`src/jlpc_pkg.sv`:
```
// constants, register map and decode helpers for the link parameter bank
// Summary of operation
// - descramble lane data when the enable bit is one; bit resets to one
// - lanes field: 0 is one lane, 1 is two lanes; resets to 3
// - octets per frame field accepts 0, 1 or 3 only, 0 only with frames field 0x1f; resets to 0
// - frames per multiframe field accepts 0x0f or 0x1f only, 0x0f only with octets field 1 or 3; resets to 0x1f
// - converters field: 0 is one converter, 1 is two; resets to 1
// - subclass field: 0 is subclass 0, 1 is subclass 1; resets to 1
package jlpc_pkg;
   localparam int NUM_REGS = 7;
   localparam int ADDR_W = 15;
   localparam logic [14:0] ADDR_LANE0_ADJ = 15'h452;
   localparam logic [14:0] ADDR_SCR_LANES = 15'h453;
   localparam logic [14:0] ADDR_OCTETS = 15'h454;
   localparam logic [14:0] ADDR_FRAMES = 15'h455;
   localparam logic [14:0] ADDR_CONVS = 15'h456;
   localparam logic [14:0] ADDR_CS_RES = 15'h457;
   localparam logic [14:0] ADDR_SUB_NP = 15'h458;
   localparam int IDX_LANE0_ADJ = 0;
   localparam int IDX_SCR_LANES = 1;
   localparam int IDX_OCTETS = 2;
   localparam int IDX_FRAMES = 3;
   localparam int IDX_CONVS = 4;
   localparam int IDX_CS_RES = 5;
   localparam int IDX_SUB_NP = 6;
   // reset values, then writable-bit masks; reserved bits read zero
   localparam logic [7:0] REG_RESET [NUM_REGS] = '{8'h00, 8'h83, 8'h00, 8'h1f, 8'h01, 8'h0f, 8'h2f};
   localparam logic [7:0] REG_MASK [NUM_REGS] = '{8'h7f, 8'h9f, 8'hff, 8'h1f, 8'hff, 8'hdf, 8'hff};
   localparam int ADJ_DIR_BIT = 6;
   localparam int PHASE_ADJUST_REQUEST_BIT = 5;
   localparam int SCR_BIT = 7;
   localparam int LOW_MSB = 4;
   localparam int CS_MSB = 7;
   localparam int CS_LSB = 6;
   localparam int SUB_MSB = 7;
   localparam int SUB_LSB = 5;
   localparam logic [4:0] LANES_ONE = 5'h00;
   localparam logic [4:0] LANES_TWO = 5'h01;
   localparam logic [7:0] OCT_ONE = 8'h00;
   localparam logic [7:0] OCT_TWO = 8'h01;
   localparam logic [7:0] OCT_FOUR = 8'h03;
   localparam logic [4:0] FRAMES_16 = 5'h0f;
   localparam logic [4:0] FRAMES_32 = 5'h1f;
   localparam logic [7:0] CONV_ONE = 8'h00;
   localparam logic [7:0] CONV_TWO = 8'h01;
   localparam logic [1:0] CS_NONE = 2'h0;
   localparam logic [4:0] RES_16 = 5'h0f;
   localparam logic [4:0] NP_16 = 5'h0f;
   localparam logic [2:0] SUBCLASS_0 = 3'h0;
   localparam logic [2:0] SUBCLASS_1 = 3'h1;
   // serial port: 16-bit instruction (read flag, 15-bit address), then one data byte
   localparam logic [4:0] INSTR_BITS = 5'h10;
   localparam logic [4:0] FRAME_BITS = 5'h18;
   localparam int RW_BIT = 15;

   typedef enum logic [1:0] {
      JLPC_IDLE = 2'b00,
      JLPC_INSTR = 2'b01,
      JLPC_DATA = 2'b10,
      JLPC_DONE = 2'b11
   } jlpc_phase_t;

   function automatic logic jlpc_hit(input logic [14:0] a);
      return (a >= ADDR_LANE0_ADJ) && (a <= ADDR_SUB_NP);
   endfunction

   function automatic logic [2:0] jlpc_idx(input logic [14:0] a);
      logic [14:0] d;
      d = a - ADDR_LANE0_ADJ;
      return d[2:0];
   endfunction
endpackage

```
`src/jlpc_cfg_if.sv`:
```
// carrier between the register bank and the parameter checker
`timescale 1ns/1ps
`default_nettype none
interface jlpc_cfg_if;
   logic [7:0] regs [jlpc_pkg::NUM_REGS];
   logic link_enable;
   modport bank (output regs, output link_enable);
   modport check (input regs, input link_enable);
endinterface
`default_nettype wire

```
`src/jlpc_link_param_config.sv`:
```
// serial-port register bank for the link parameters, feeding the checker
`timescale 1ns/1ps
`default_nettype none
module jlpc_link_param_config
   import jlpc_pkg::*;
(
   input wire logic core_clk,
   input wire logic rst_n,
   input wire logic spi_sclk,
   input wire logic spi_cs_n,
   input wire logic spi_sdio_in,
   output logic spi_sdio_out,
   output logic spi_sdio_oe,
   input wire logic link_enable,
   output logic params_applied,
   output logic config_error,
   output logic descramble_enable,
   output logic [4:0] lanes_minus_one,
   output logic [7:0] octets_minus_one,
   output logic [4:0] frames_minus_one,
   output logic [7:0] converters_minus_one,
   output logic [2:0] subclass_version,
   output logic [4:0] configured_lane0_identifier
);
   jlpc_cfg_if cfg ();

   logic [7:0] regs_reg [NUM_REGS];
   logic [7:0] regs_next [NUM_REGS];
   jlpc_phase_t phase_reg, phase_next;
   logic sclk_reg, sclk_next;
   logic [4:0] cnt_reg, cnt_next;
   logic [15:0] shift_reg, shift_next;
   logic rw_reg, rw_next;
   logic [14:0] addr_reg, addr_next;
   logic [7:0] out_reg, out_next;
   logic oe_reg, oe_next;
   logic rise, fall, wr_fire;
   logic [15:0] shifted;
   logic [2:0] wr_idx;
   logic [7:0] rd_data;

   // sclk is sampled on core_clk, so it must run well below half the core rate
   always_comb begin
      rise = spi_sclk && !sclk_reg && !spi_cs_n;
      fall = !spi_sclk && sclk_reg && !spi_cs_n;
      shifted = {shift_reg[14:0], spi_sdio_in};
      wr_idx = jlpc_idx(addr_reg);
      wr_fire = rise && phase_reg == JLPC_DATA && cnt_reg == FRAME_BITS - 5'h01 && !rw_reg && jlpc_hit(addr_reg);
      rd_data = jlpc_hit(addr_reg) ? regs_reg[jlpc_idx(addr_reg)] : 8'h00;
   end

   always_comb begin
      sclk_next = spi_sclk;
      phase_next = phase_reg;
      cnt_next = cnt_reg;
      shift_next = shift_reg;
      rw_next = rw_reg;
      addr_next = addr_reg;
      out_next = out_reg;
      oe_next = oe_reg;
      if (spi_cs_n) begin
         phase_next = JLPC_IDLE;
         cnt_next = 5'h00;
         oe_next = 1'b0;
      end else begin
         unique case (phase_reg)
            JLPC_IDLE: begin
               phase_next = JLPC_INSTR;
            end
            JLPC_INSTR: begin
               if (rise) begin
                  shift_next = shifted;
                  cnt_next = cnt_reg + 5'h01;
                  if (cnt_reg == INSTR_BITS - 5'h01) begin
                     rw_next = shifted[RW_BIT];
                     addr_next = shifted[ADDR_W-1:0];
                     phase_next = JLPC_DATA;
                  end
               end
            end
            JLPC_DATA: begin
               if (rise) begin
                  shift_next = shifted;
                  cnt_next = cnt_reg + 5'h01;
                  if (cnt_reg == FRAME_BITS - 5'h01) begin
                     phase_next = JLPC_DONE;
                  end
               end else if (fall && rw_reg) begin
                  // first falling edge after the address loads the byte, later ones shift it
                  if (cnt_reg == INSTR_BITS && !oe_reg) begin
                     out_next = rd_data;
                     oe_next = 1'b1;
                  end else begin
                     out_next = {out_reg[6:0], 1'b0};
                  end
               end
            end
            JLPC_DONE: begin
               // extra clocks in one select window are ignored; single-byte access only
               if (fall) begin
                  oe_next = 1'b0;
               end
            end
         endcase
      end
   end

   always_comb begin
      for (int i = 0; i < NUM_REGS; i++) begin
         regs_next[i] = regs_reg[i];
      end
      if (wr_fire) begin
         regs_next[wr_idx] = shifted[7:0] & REG_MASK[wr_idx];
      end
   end

   always_ff @(posedge core_clk or negedge rst_n) begin
      if (!rst_n) begin
         sclk_reg <= 1'b0;
         phase_reg <= JLPC_IDLE;
         cnt_reg <= 5'h00;
         shift_reg <= 16'h0000;
         rw_reg <= 1'b0;
         addr_reg <= 15'h0000;
         out_reg <= 8'h00;
         oe_reg <= 1'b0;
      end else begin
         sclk_reg <= sclk_next;
         phase_reg <= phase_next;
         cnt_reg <= cnt_next;
         shift_reg <= shift_next;
         rw_reg <= rw_next;
         addr_reg <= addr_next;
         out_reg <= out_next;
         oe_reg <= oe_next;
      end
   end

   genvar g;
   generate
      for (g = 0; g < NUM_REGS; g++) begin : g_regs
         always_ff @(posedge core_clk or negedge rst_n) begin
            if (!rst_n) begin
               regs_reg[g] <= REG_RESET[g];
            end else begin
               regs_reg[g] <= regs_next[g];
            end
         end
         assign cfg.regs[g] = regs_reg[g];
      end
   endgenerate

   assign cfg.link_enable = link_enable;
   assign spi_sdio_out = out_reg[7];
   assign spi_sdio_oe = oe_reg;
   assign configured_lane0_identifier = regs_reg[IDX_LANE0_ADJ][LOW_MSB:0];

   jlpc_param_check u_check (
      .core_clk(core_clk),
      .rst_n(rst_n),
      .cfg(cfg),
      .params_applied(params_applied),
      .config_error(config_error),
      .descramble_enable(descramble_enable),
      .lanes_minus_one(lanes_minus_one),
      .octets_minus_one(octets_minus_one),
      .frames_minus_one(frames_minus_one),
      .converters_minus_one(converters_minus_one),
      .subclass_version(subclass_version)
   );

   reg_write_a: assert property (@(posedge core_clk) disable iff (!rst_n)
      wr_fire |=> regs_reg[$past(wr_idx)] == ($past(shifted[7:0]) & REG_MASK[$past(wr_idx)]))
      else $error("register write not stored");

   read_drive_a: assert property (@(posedge core_clk) disable iff (!rst_n)
      spi_sdio_oe |-> rw_reg && !spi_cs_n ##0 (cnt_reg >= INSTR_BITS))
      else $error("data pin driven outside a read");

   // the bit counter stops at one frame, so a long select window cannot wrap it
   cnt_bound_a: assert property (@(posedge core_clk) disable iff (!rst_n)
      cnt_reg <= FRAME_BITS)
      else $error("bit counter ran past one frame");

   deselect_idle_a: assert property (@(posedge core_clk) disable iff (!rst_n)
      spi_cs_n |=> phase_reg == JLPC_IDLE && cnt_reg == 5'h00 && !spi_sdio_oe)
      else $error("port not idle after deselect");

   // first fall after the address loads the byte; later falls shift it
   read_load_a: assert property (@(posedge core_clk) disable iff (!rst_n)
      fall && rw_reg && phase_reg == JLPC_DATA && cnt_reg == INSTR_BITS && !oe_reg
      |=> spi_sdio_oe && spi_sdio_out == $past(rd_data[7]))
      else $error("read byte not loaded");

   read_shift_a: assert property (@(posedge core_clk) disable iff (!rst_n)
      fall && rw_reg && phase_reg == JLPC_DATA && cnt_reg > INSTR_BITS |=> spi_sdio_out == $past(out_reg[6]))
      else $error("read byte not shifted");

   miss_zero_a: assert property (@(posedge core_clk) disable iff (!rst_n)
      rw_reg && spi_sdio_oe && !jlpc_hit(addr_reg) |-> !spi_sdio_out)
      else $error("unmapped read not zero");

   lane0_store_a: assert property (@(posedge core_clk) disable iff (!rst_n)
      wr_fire && wr_idx == IDX_LANE0_ADJ |=> configured_lane0_identifier == $past(shifted[LOW_MSB:0]))
      else $error("lane identifier not stored");

   adjust_store_a: assert property (@(posedge core_clk) disable iff (!rst_n)
      wr_fire && wr_idx == IDX_LANE0_ADJ
      |=> regs_reg[IDX_LANE0_ADJ][ADJ_DIR_BIT] == $past(shifted[ADJ_DIR_BIT])
      && regs_reg[IDX_LANE0_ADJ][PHASE_ADJUST_REQUEST_BIT] == $past(shifted[PHASE_ADJUST_REQUEST_BIT]))
      else $error("adjust bits not stored");

   scr_store_a: assert property (@(posedge core_clk) disable iff (!rst_n)
      wr_fire && wr_idx == IDX_SCR_LANES |=> regs_reg[IDX_SCR_LANES][SCR_BIT] == $past(shifted[SCR_BIT]))
      else $error("descramble bit not stored");

   reserved_zero_a: assert property (@(posedge core_clk) disable iff (!rst_n)
      (regs_reg[IDX_SCR_LANES] & ~REG_MASK[IDX_SCR_LANES]) == 8'h00
      && (regs_reg[IDX_FRAMES] & ~REG_MASK[IDX_FRAMES]) == 8'h00)
      else $error("reserved bits not zero");

   reg_hold_a: assert property (@(posedge core_clk) disable iff (!rst_n)
      !wr_fire |=> $stable(regs_reg[IDX_OCTETS]) && $stable(regs_reg[IDX_CONVS]))
      else $error("register changed without a write");
endmodule
`default_nettype wire

```
`src/jlpc_param_check.sv`:
```
// validates the programmed link parameters and applies them at link enable
`timescale 1ns/1ps
`default_nettype none
module jlpc_param_check
   import jlpc_pkg::*;
(
   input wire logic core_clk,
   input wire logic rst_n,
   jlpc_cfg_if.check cfg,
   output logic params_applied,
   output logic config_error,
   output logic descramble_enable,
   output logic [4:0] lanes_minus_one,
   output logic [7:0] octets_minus_one,
   output logic [4:0] frames_minus_one,
   output logic [7:0] converters_minus_one,
   output logic [2:0] subclass_version
);
   logic [4:0] lanes_f, frames_f, res_f, np_f;
   logic [7:0] oct_f, conv_f;
   logic [1:0] cs_f;
   logic [2:0] sub_f;
   logic valid;
   logic applied_reg, applied_next, err_reg, err_next, scr_reg, scr_next;
   logic [4:0] lanes_reg, lanes_next, frames_reg, frames_next;
   logic [7:0] oct_reg, oct_next, conv_reg, conv_next;
   logic [2:0] sub_reg, sub_next;

   always_comb begin
      lanes_f = cfg.regs[IDX_SCR_LANES][LOW_MSB:0];
      oct_f = cfg.regs[IDX_OCTETS];
      frames_f = cfg.regs[IDX_FRAMES][LOW_MSB:0];
      conv_f = cfg.regs[IDX_CONVS];
      cs_f = cfg.regs[IDX_CS_RES][CS_MSB:CS_LSB];
      res_f = cfg.regs[IDX_CS_RES][LOW_MSB:0];
      sub_f = cfg.regs[IDX_SUB_NP][SUB_MSB:SUB_LSB];
      np_f = cfg.regs[IDX_SUB_NP][LOW_MSB:0];
      valid = (lanes_f == LANES_ONE || lanes_f == LANES_TWO)
         && (oct_f == OCT_ONE || oct_f == OCT_TWO || oct_f == OCT_FOUR)
         && (frames_f == FRAMES_16 || frames_f == FRAMES_32)
         && !(oct_f == OCT_ONE && frames_f == FRAMES_16)
         && (conv_f == CONV_ONE || conv_f == CONV_TWO)
         && (sub_f == SUBCLASS_0 || sub_f == SUBCLASS_1)
         && !cfg.regs[IDX_LANE0_ADJ][ADJ_DIR_BIT]
         && !cfg.regs[IDX_LANE0_ADJ][PHASE_ADJUST_REQUEST_BIT]
         && cs_f == CS_NONE && res_f == RES_16 && np_f == NP_16;
   end

   // parameters freeze while the link runs; a mid-link write waits for re-enable
   always_comb begin
      err_next = !valid;
      applied_next = applied_reg;
      scr_next = scr_reg;
      lanes_next = lanes_reg;
      oct_next = oct_reg;
      frames_next = frames_reg;
      conv_next = conv_reg;
      sub_next = sub_reg;
      if (!cfg.link_enable) begin
         applied_next = 1'b0;
      end else if (!applied_reg && valid) begin
         applied_next = 1'b1;
         scr_next = cfg.regs[IDX_SCR_LANES][SCR_BIT];
         lanes_next = lanes_f;
         oct_next = oct_f;
         frames_next = frames_f;
         conv_next = conv_f;
         sub_next = sub_f;
      end
   end

   always_ff @(posedge core_clk or negedge rst_n) begin
      if (!rst_n) begin
         applied_reg <= 1'b0;
         err_reg <= 1'b0;
         scr_reg <= REG_RESET[IDX_SCR_LANES][SCR_BIT];
         lanes_reg <= REG_RESET[IDX_SCR_LANES][LOW_MSB:0];
         oct_reg <= REG_RESET[IDX_OCTETS];
         frames_reg <= REG_RESET[IDX_FRAMES][LOW_MSB:0];
         conv_reg <= REG_RESET[IDX_CONVS];
         sub_reg <= REG_RESET[IDX_SUB_NP][SUB_MSB:SUB_LSB];
      end else begin
         applied_reg <= applied_next;
         err_reg <= err_next;
         scr_reg <= scr_next;
         lanes_reg <= lanes_next;
         oct_reg <= oct_next;
         frames_reg <= frames_next;
         conv_reg <= conv_next;
         sub_reg <= sub_next;
      end
   end

   assign params_applied = applied_reg;
   assign config_error = err_reg;
   assign descramble_enable = scr_reg;
   assign lanes_minus_one = lanes_reg;
   assign octets_minus_one = oct_reg;
   assign frames_minus_one = frames_reg;
   assign converters_minus_one = conv_reg;
   assign subclass_version = sub_reg;

   descr_apply_a: assert property (@(posedge core_clk) disable iff (!rst_n)
      $rose(params_applied) |-> descramble_enable == $past(cfg.regs[IDX_SCR_LANES][SCR_BIT]))
      else $error("descramble enable not taken at link enable");
   lane_check_a: assert property (@(posedge core_clk) disable iff (!rst_n)
      (lanes_f > LANES_TWO) |=> config_error)
      else $error("illegal lane count not flagged");
   octet_check_a: assert property (@(posedge core_clk) disable iff (!rst_n)
      (oct_f == 8'h02 || oct_f > OCT_FOUR) |=> config_error)
      else $error("illegal octets per frame not flagged");
   frame_check_a: assert property (@(posedge core_clk) disable iff (!rst_n)
      (frames_f != FRAMES_16 && frames_f != FRAMES_32) |=> config_error && !$rose(params_applied))
      else $error("illegal frames per multiframe accepted");
   conv_check_a: assert property (@(posedge core_clk) disable iff (!rst_n)
      (conv_f > CONV_TWO) |=> config_error)
      else $error("illegal converter count not flagged");
   sub_apply_a: assert property (@(posedge core_clk) disable iff (!rst_n)
      $rose(params_applied) |-> subclass_version <= SUBCLASS_1 && subclass_version == $past(sub_f))
      else $error("subclass applied wrongly");
   apply_hold_a: assert property (@(posedge core_clk) disable iff (!rst_n)
      (cfg.link_enable && params_applied) |=> params_applied && $stable(frames_minus_one) && $stable(octets_minus_one))
      else $error("parameters changed while link enabled");
endmodule
`default_nettype wire

```
`config.mk`:
```
export PLATFORM = sky130hd
export DESIGN_NAME = jlpc_link_param_config
export DESIGN_NICKNAME = d
export VERILOG_FILES = /design/src/jlpc_pkg.sv /design/src/jlpc_cfg_if.sv /design/src/jlpc_link_param_config.sv /design/src/jlpc_param_check.sv
export SDC_FILE = /design/constraint.sdc
export NUM_CORES = 1
export LEC_CHECK = 0
export BUFFER_PORTS_ARGS = -buffer_cell sky130_fd_sc_hd__buf_2
export CAP_MARGIN = 30
export CORE_ASPECT_RATIO = 1.4
export CORE_MARGIN = 2
export CORE_UTILIZATION = 50
export DETAILED_ROUTE_END_ITERATION = 10
export PLACE_DENSITY = 0.66
export REMOVE_ABC_BUFFERS = 1
export SYNTH_ARGS = -nofsm -noshare
export SYNTH_HDL_FRONTEND = slang
export SYNTH_SLANG_ARGS = --single-unit
```
`constraint.sdc`:
```
create_clock -name core_clk -period 3.23 [get_ports core_clk]
set_input_delay 0.646 -clock core_clk [delete_from_list [all_inputs] [get_ports core_clk]]
set_output_delay 0.646 -clock core_clk [all_outputs]
set_load 0.005 [all_outputs]
```
==> impl_metrics.yaml <==
outcome:
  outcome: "completed"
floorplanning:
  io_pins: 45
  die_area_sq_mm: 0.01375
  rows: 48
  coreArea_sq_mm: 0.01243
  fp.dieH_microns: 137.9
  start_util_pct: 51.53
  die_w_microns: 99.67
clock_tree:
  cts_setup_buffers: 0
  htreeDepth: 4
  clock_path_buffers: 2
  cts_tree: "yes"
  clock_latency_ns: 0.42
  cts_sinks: 136
  root_buffer: "clkbuf_16"
  numCtsBuffers: 17
  ctsResizeCount: 0
  holdBufCountCts: 0
  clk_pin_slew_ns: 0.06
timing:
  slew_headroom_pct: 44.53
  period_share_pct: 92.52
  final_hold_viol_count: 0
  worst_slew_pin_slew_ns: 0.8290
  fin_skew_ns: 0.006261
  rsz0062_at_grt: "false"
  setup_violations: 0
  layout_min_cycle_time_ns: 2.988
  max_clock_freq_mhz: 334.6
  setup_slack_ns: 0.2415
  drv_slew: 0
  fin_tns_setup_ns: 0
yosys:
  synthArstFlopShare_pct: 100.0
  synth-main-ff-cell: "dfrtp_1"
  synth_top_area_share_pct: 42.19
  syn_area_sq_mm: 0.006406
  synth.area.top_cells: "dfrtp_1, dfstp_2, mux2_4"
  yosysMostFrequentCell: "dfrtp_1"
  syn_inst: 483
  synth_common_cells: "dfrtp_1, mux2_2, mux2_4, mux2i_1, dfstp_2"
  ys_warn_count: 0
  yosysSeqAreaShare_pct: 53.67
  yosys.area.top_type: "dfrtp_1"
  ys_ff_latch: 136
  yosysUniqueCellTypes: 51
  syn_area_per_cell_sq_um: 13.26
  synth_edf_count: 0
detailed_routing:
  met1_length_mm: 5.652
  via_per_inst: 5.631
  post_drt_wl_per_cell_microns: 19.35
  met3_length_microns: 473
  routed.top_layer: "met4"
  first_pass_iters: 4
  num_vias: 3874
  ant_nets: 0
  dr.first_iter.drc_count: 220
  drc: 0
  wl_met2_mm: 6.840
  finalWirelength_mm: 13.31
final_layout:
  largest_register_ffs: 51
  antenna-diode-count: 0
  num-nets-final: 545
  drive_above_1_share_pct: 38.48
  synthToLayoutAreaGrowth_pct: 14.28
  postLayoutCellArea_sq_mm: 0.007321
grt:
  antenna_found_initial: 0
  grt_max_degree: 72
  grt_first_pass_wirelength_mm: 21.88
  grt_pass1_vias: 4013
  grt_usage_pct: 21.20
  globalRouteOverflowTotal: 0
power_and_ir_drop:
  ir_worst_vdd_mv: 0.3328
  power_density_mw_per_mm2: 559.4
  p_leak_nw: 3.500
worst_setup_path:
  startpoint_type: "register"
  worst_ep_required_time_ns: 3.54
  crit_type: "register to register"
  cp.arrival_ns: 3.29
  end_kind: "register"
  crit_fanout: 12
place:
  hpwl_mm: 9.084
  postPlaceCellArea_sq_mm: 0.006718
  io_buffers: 44
  dpl_worst_slack_ns: 0.2999
  routabilityCongestion: 0.8485
min_path:
  worstHoldPathType: "primary input to async pin"
run:
  drv_cap: 0
[stage by stage]
stage / hold slack, ns / std cells / power (mW) / util, %
after detailed placement: 0.4655 / 656 / 2.151 / 54.04
after CTS: 0.2430 / 688 / 4.131 / 58.89
after floorplan: 0.3504 / 452 / 2.007 / -
after global routing: 0.2597 / 688 / 4.254 / 58.89
after global placement: 0.4633 / 656 / 2.142 / 54.04
final: 0.2140 / 688 / 4.096 / 58.89
[path summary, 6_finish.rpt]
path,start,endpoint,slack (ns),cells past startpoint
max,addr_reg[1]$_DFFE_PN0P_,cfg.regs[54]$_DFFE_PN0P_,0.24,7
min reg2reg,u_check.octets_minus_one[6]$_DFFE_PN0P_,u_check.octets_minus_one[6]$_DFFE_PN0P_,0.48,1
max reg2reg,addr_reg[1]$_DFFE_PN0P_,cfg.regs[54]$_DFFE_PN0P_,0.24,7
min,rst_n,u_check.octets_minus_one[3]$_DFFE_PN0P_,0.21,1
min in group core_clk,spi_sclk,sclk_reg$_DFF_PN0_,0.37,1
max in group asynchronous,rst_n,cfg.regs[27]$_DFFE_PN1P_,2.21,2
[layout by cell type, fill, tap and decap left out, drive strengths merged, types with 3 or more instances in the layout]
| master | netlist | routed |
|---|---|---|
| o311ai | 3 | 3 |
| mux2i | 35 | 35 |
| nand3b | 3 | 3 |
| nand3 | 8 | 8 |
| dfrtp | 108 | 108 |
| nand2b | 9 | 9 |
| nand4 | 6 | 6 |
| inv | 22 | 24 |
| and4 | 3 | 3 |
| o21a | 3 | 3 |
| nor2b | 6 | 6 |
| a31oi | 7 | 7 |
| a22oi | 7 | 7 |
| dfstp | 28 | 28 |
| ha | 14 | 14 |
| clkbuf | 14 | 17 |
| buf | 17 | 54 |
| o21ai | 17 | 17 |
| mux2 | 79 | 79 |
| nor4 | 5 | 5 |
| bufinv | 0 | 3 |
| nand2 | 18 | 18 |
| nand4b | 4 | 4 |
| a21oi | 3 | 3 |
| nor2 | 17 | 17 |
| clkinv | 0 | 8 |
| and2 | 22 | 22 |
| nor4bb | 4 | 4 |
[logic make-up (layout without fill, tap and decap cells)]
group           count (synthesis)  count (layout)  synth area share, %
xor+xnor                        3               3               0.4102
buf+inv                        53             108                4.453
mux                           115             115                21.82
simple gates                  117             117                12.15
fa+ha+maj                      14              14                2.734
flops                         136             136                53.67
compound gates                 45              45                4.766
[cell type report]
cell class / instances / area (sq um)
repair buffers: 54 / 326.6
fillers: 991 / 5111
flip-flops and latches: 136 / 3438
well taps: 150 / 187.7
inverters: 22 / 82.58
clock inverters: 15 / 177.7
clock buffers: 17 / 425.4
multi-input cells: 294 / 2683
[power breakdown]
group	internal, mW	switching, mW
registers	1.76	0.118
clock network	1.22	0.763
logic	0.105	0.139
[worst max-delay path: stages, from the launching register on]
cell,delay (ns)
dfrtp_1,0.57
inv_1,0.23
ha_1,0.25
nor2b_1,0.15
a2111oi_4,0.36
and3_1,0.53
and4_4,0.45
mux2_4,0.32
[routing by layer]
metal / up-vias / global-route usage (%)
li1: 1781 / -
met5: - / 0
met3: 24 / 4.435
met4: 0 / 10.73
met1: 1958 / 25.98
met2: 111 / 35.55
(Power assumes the default switching activity.)
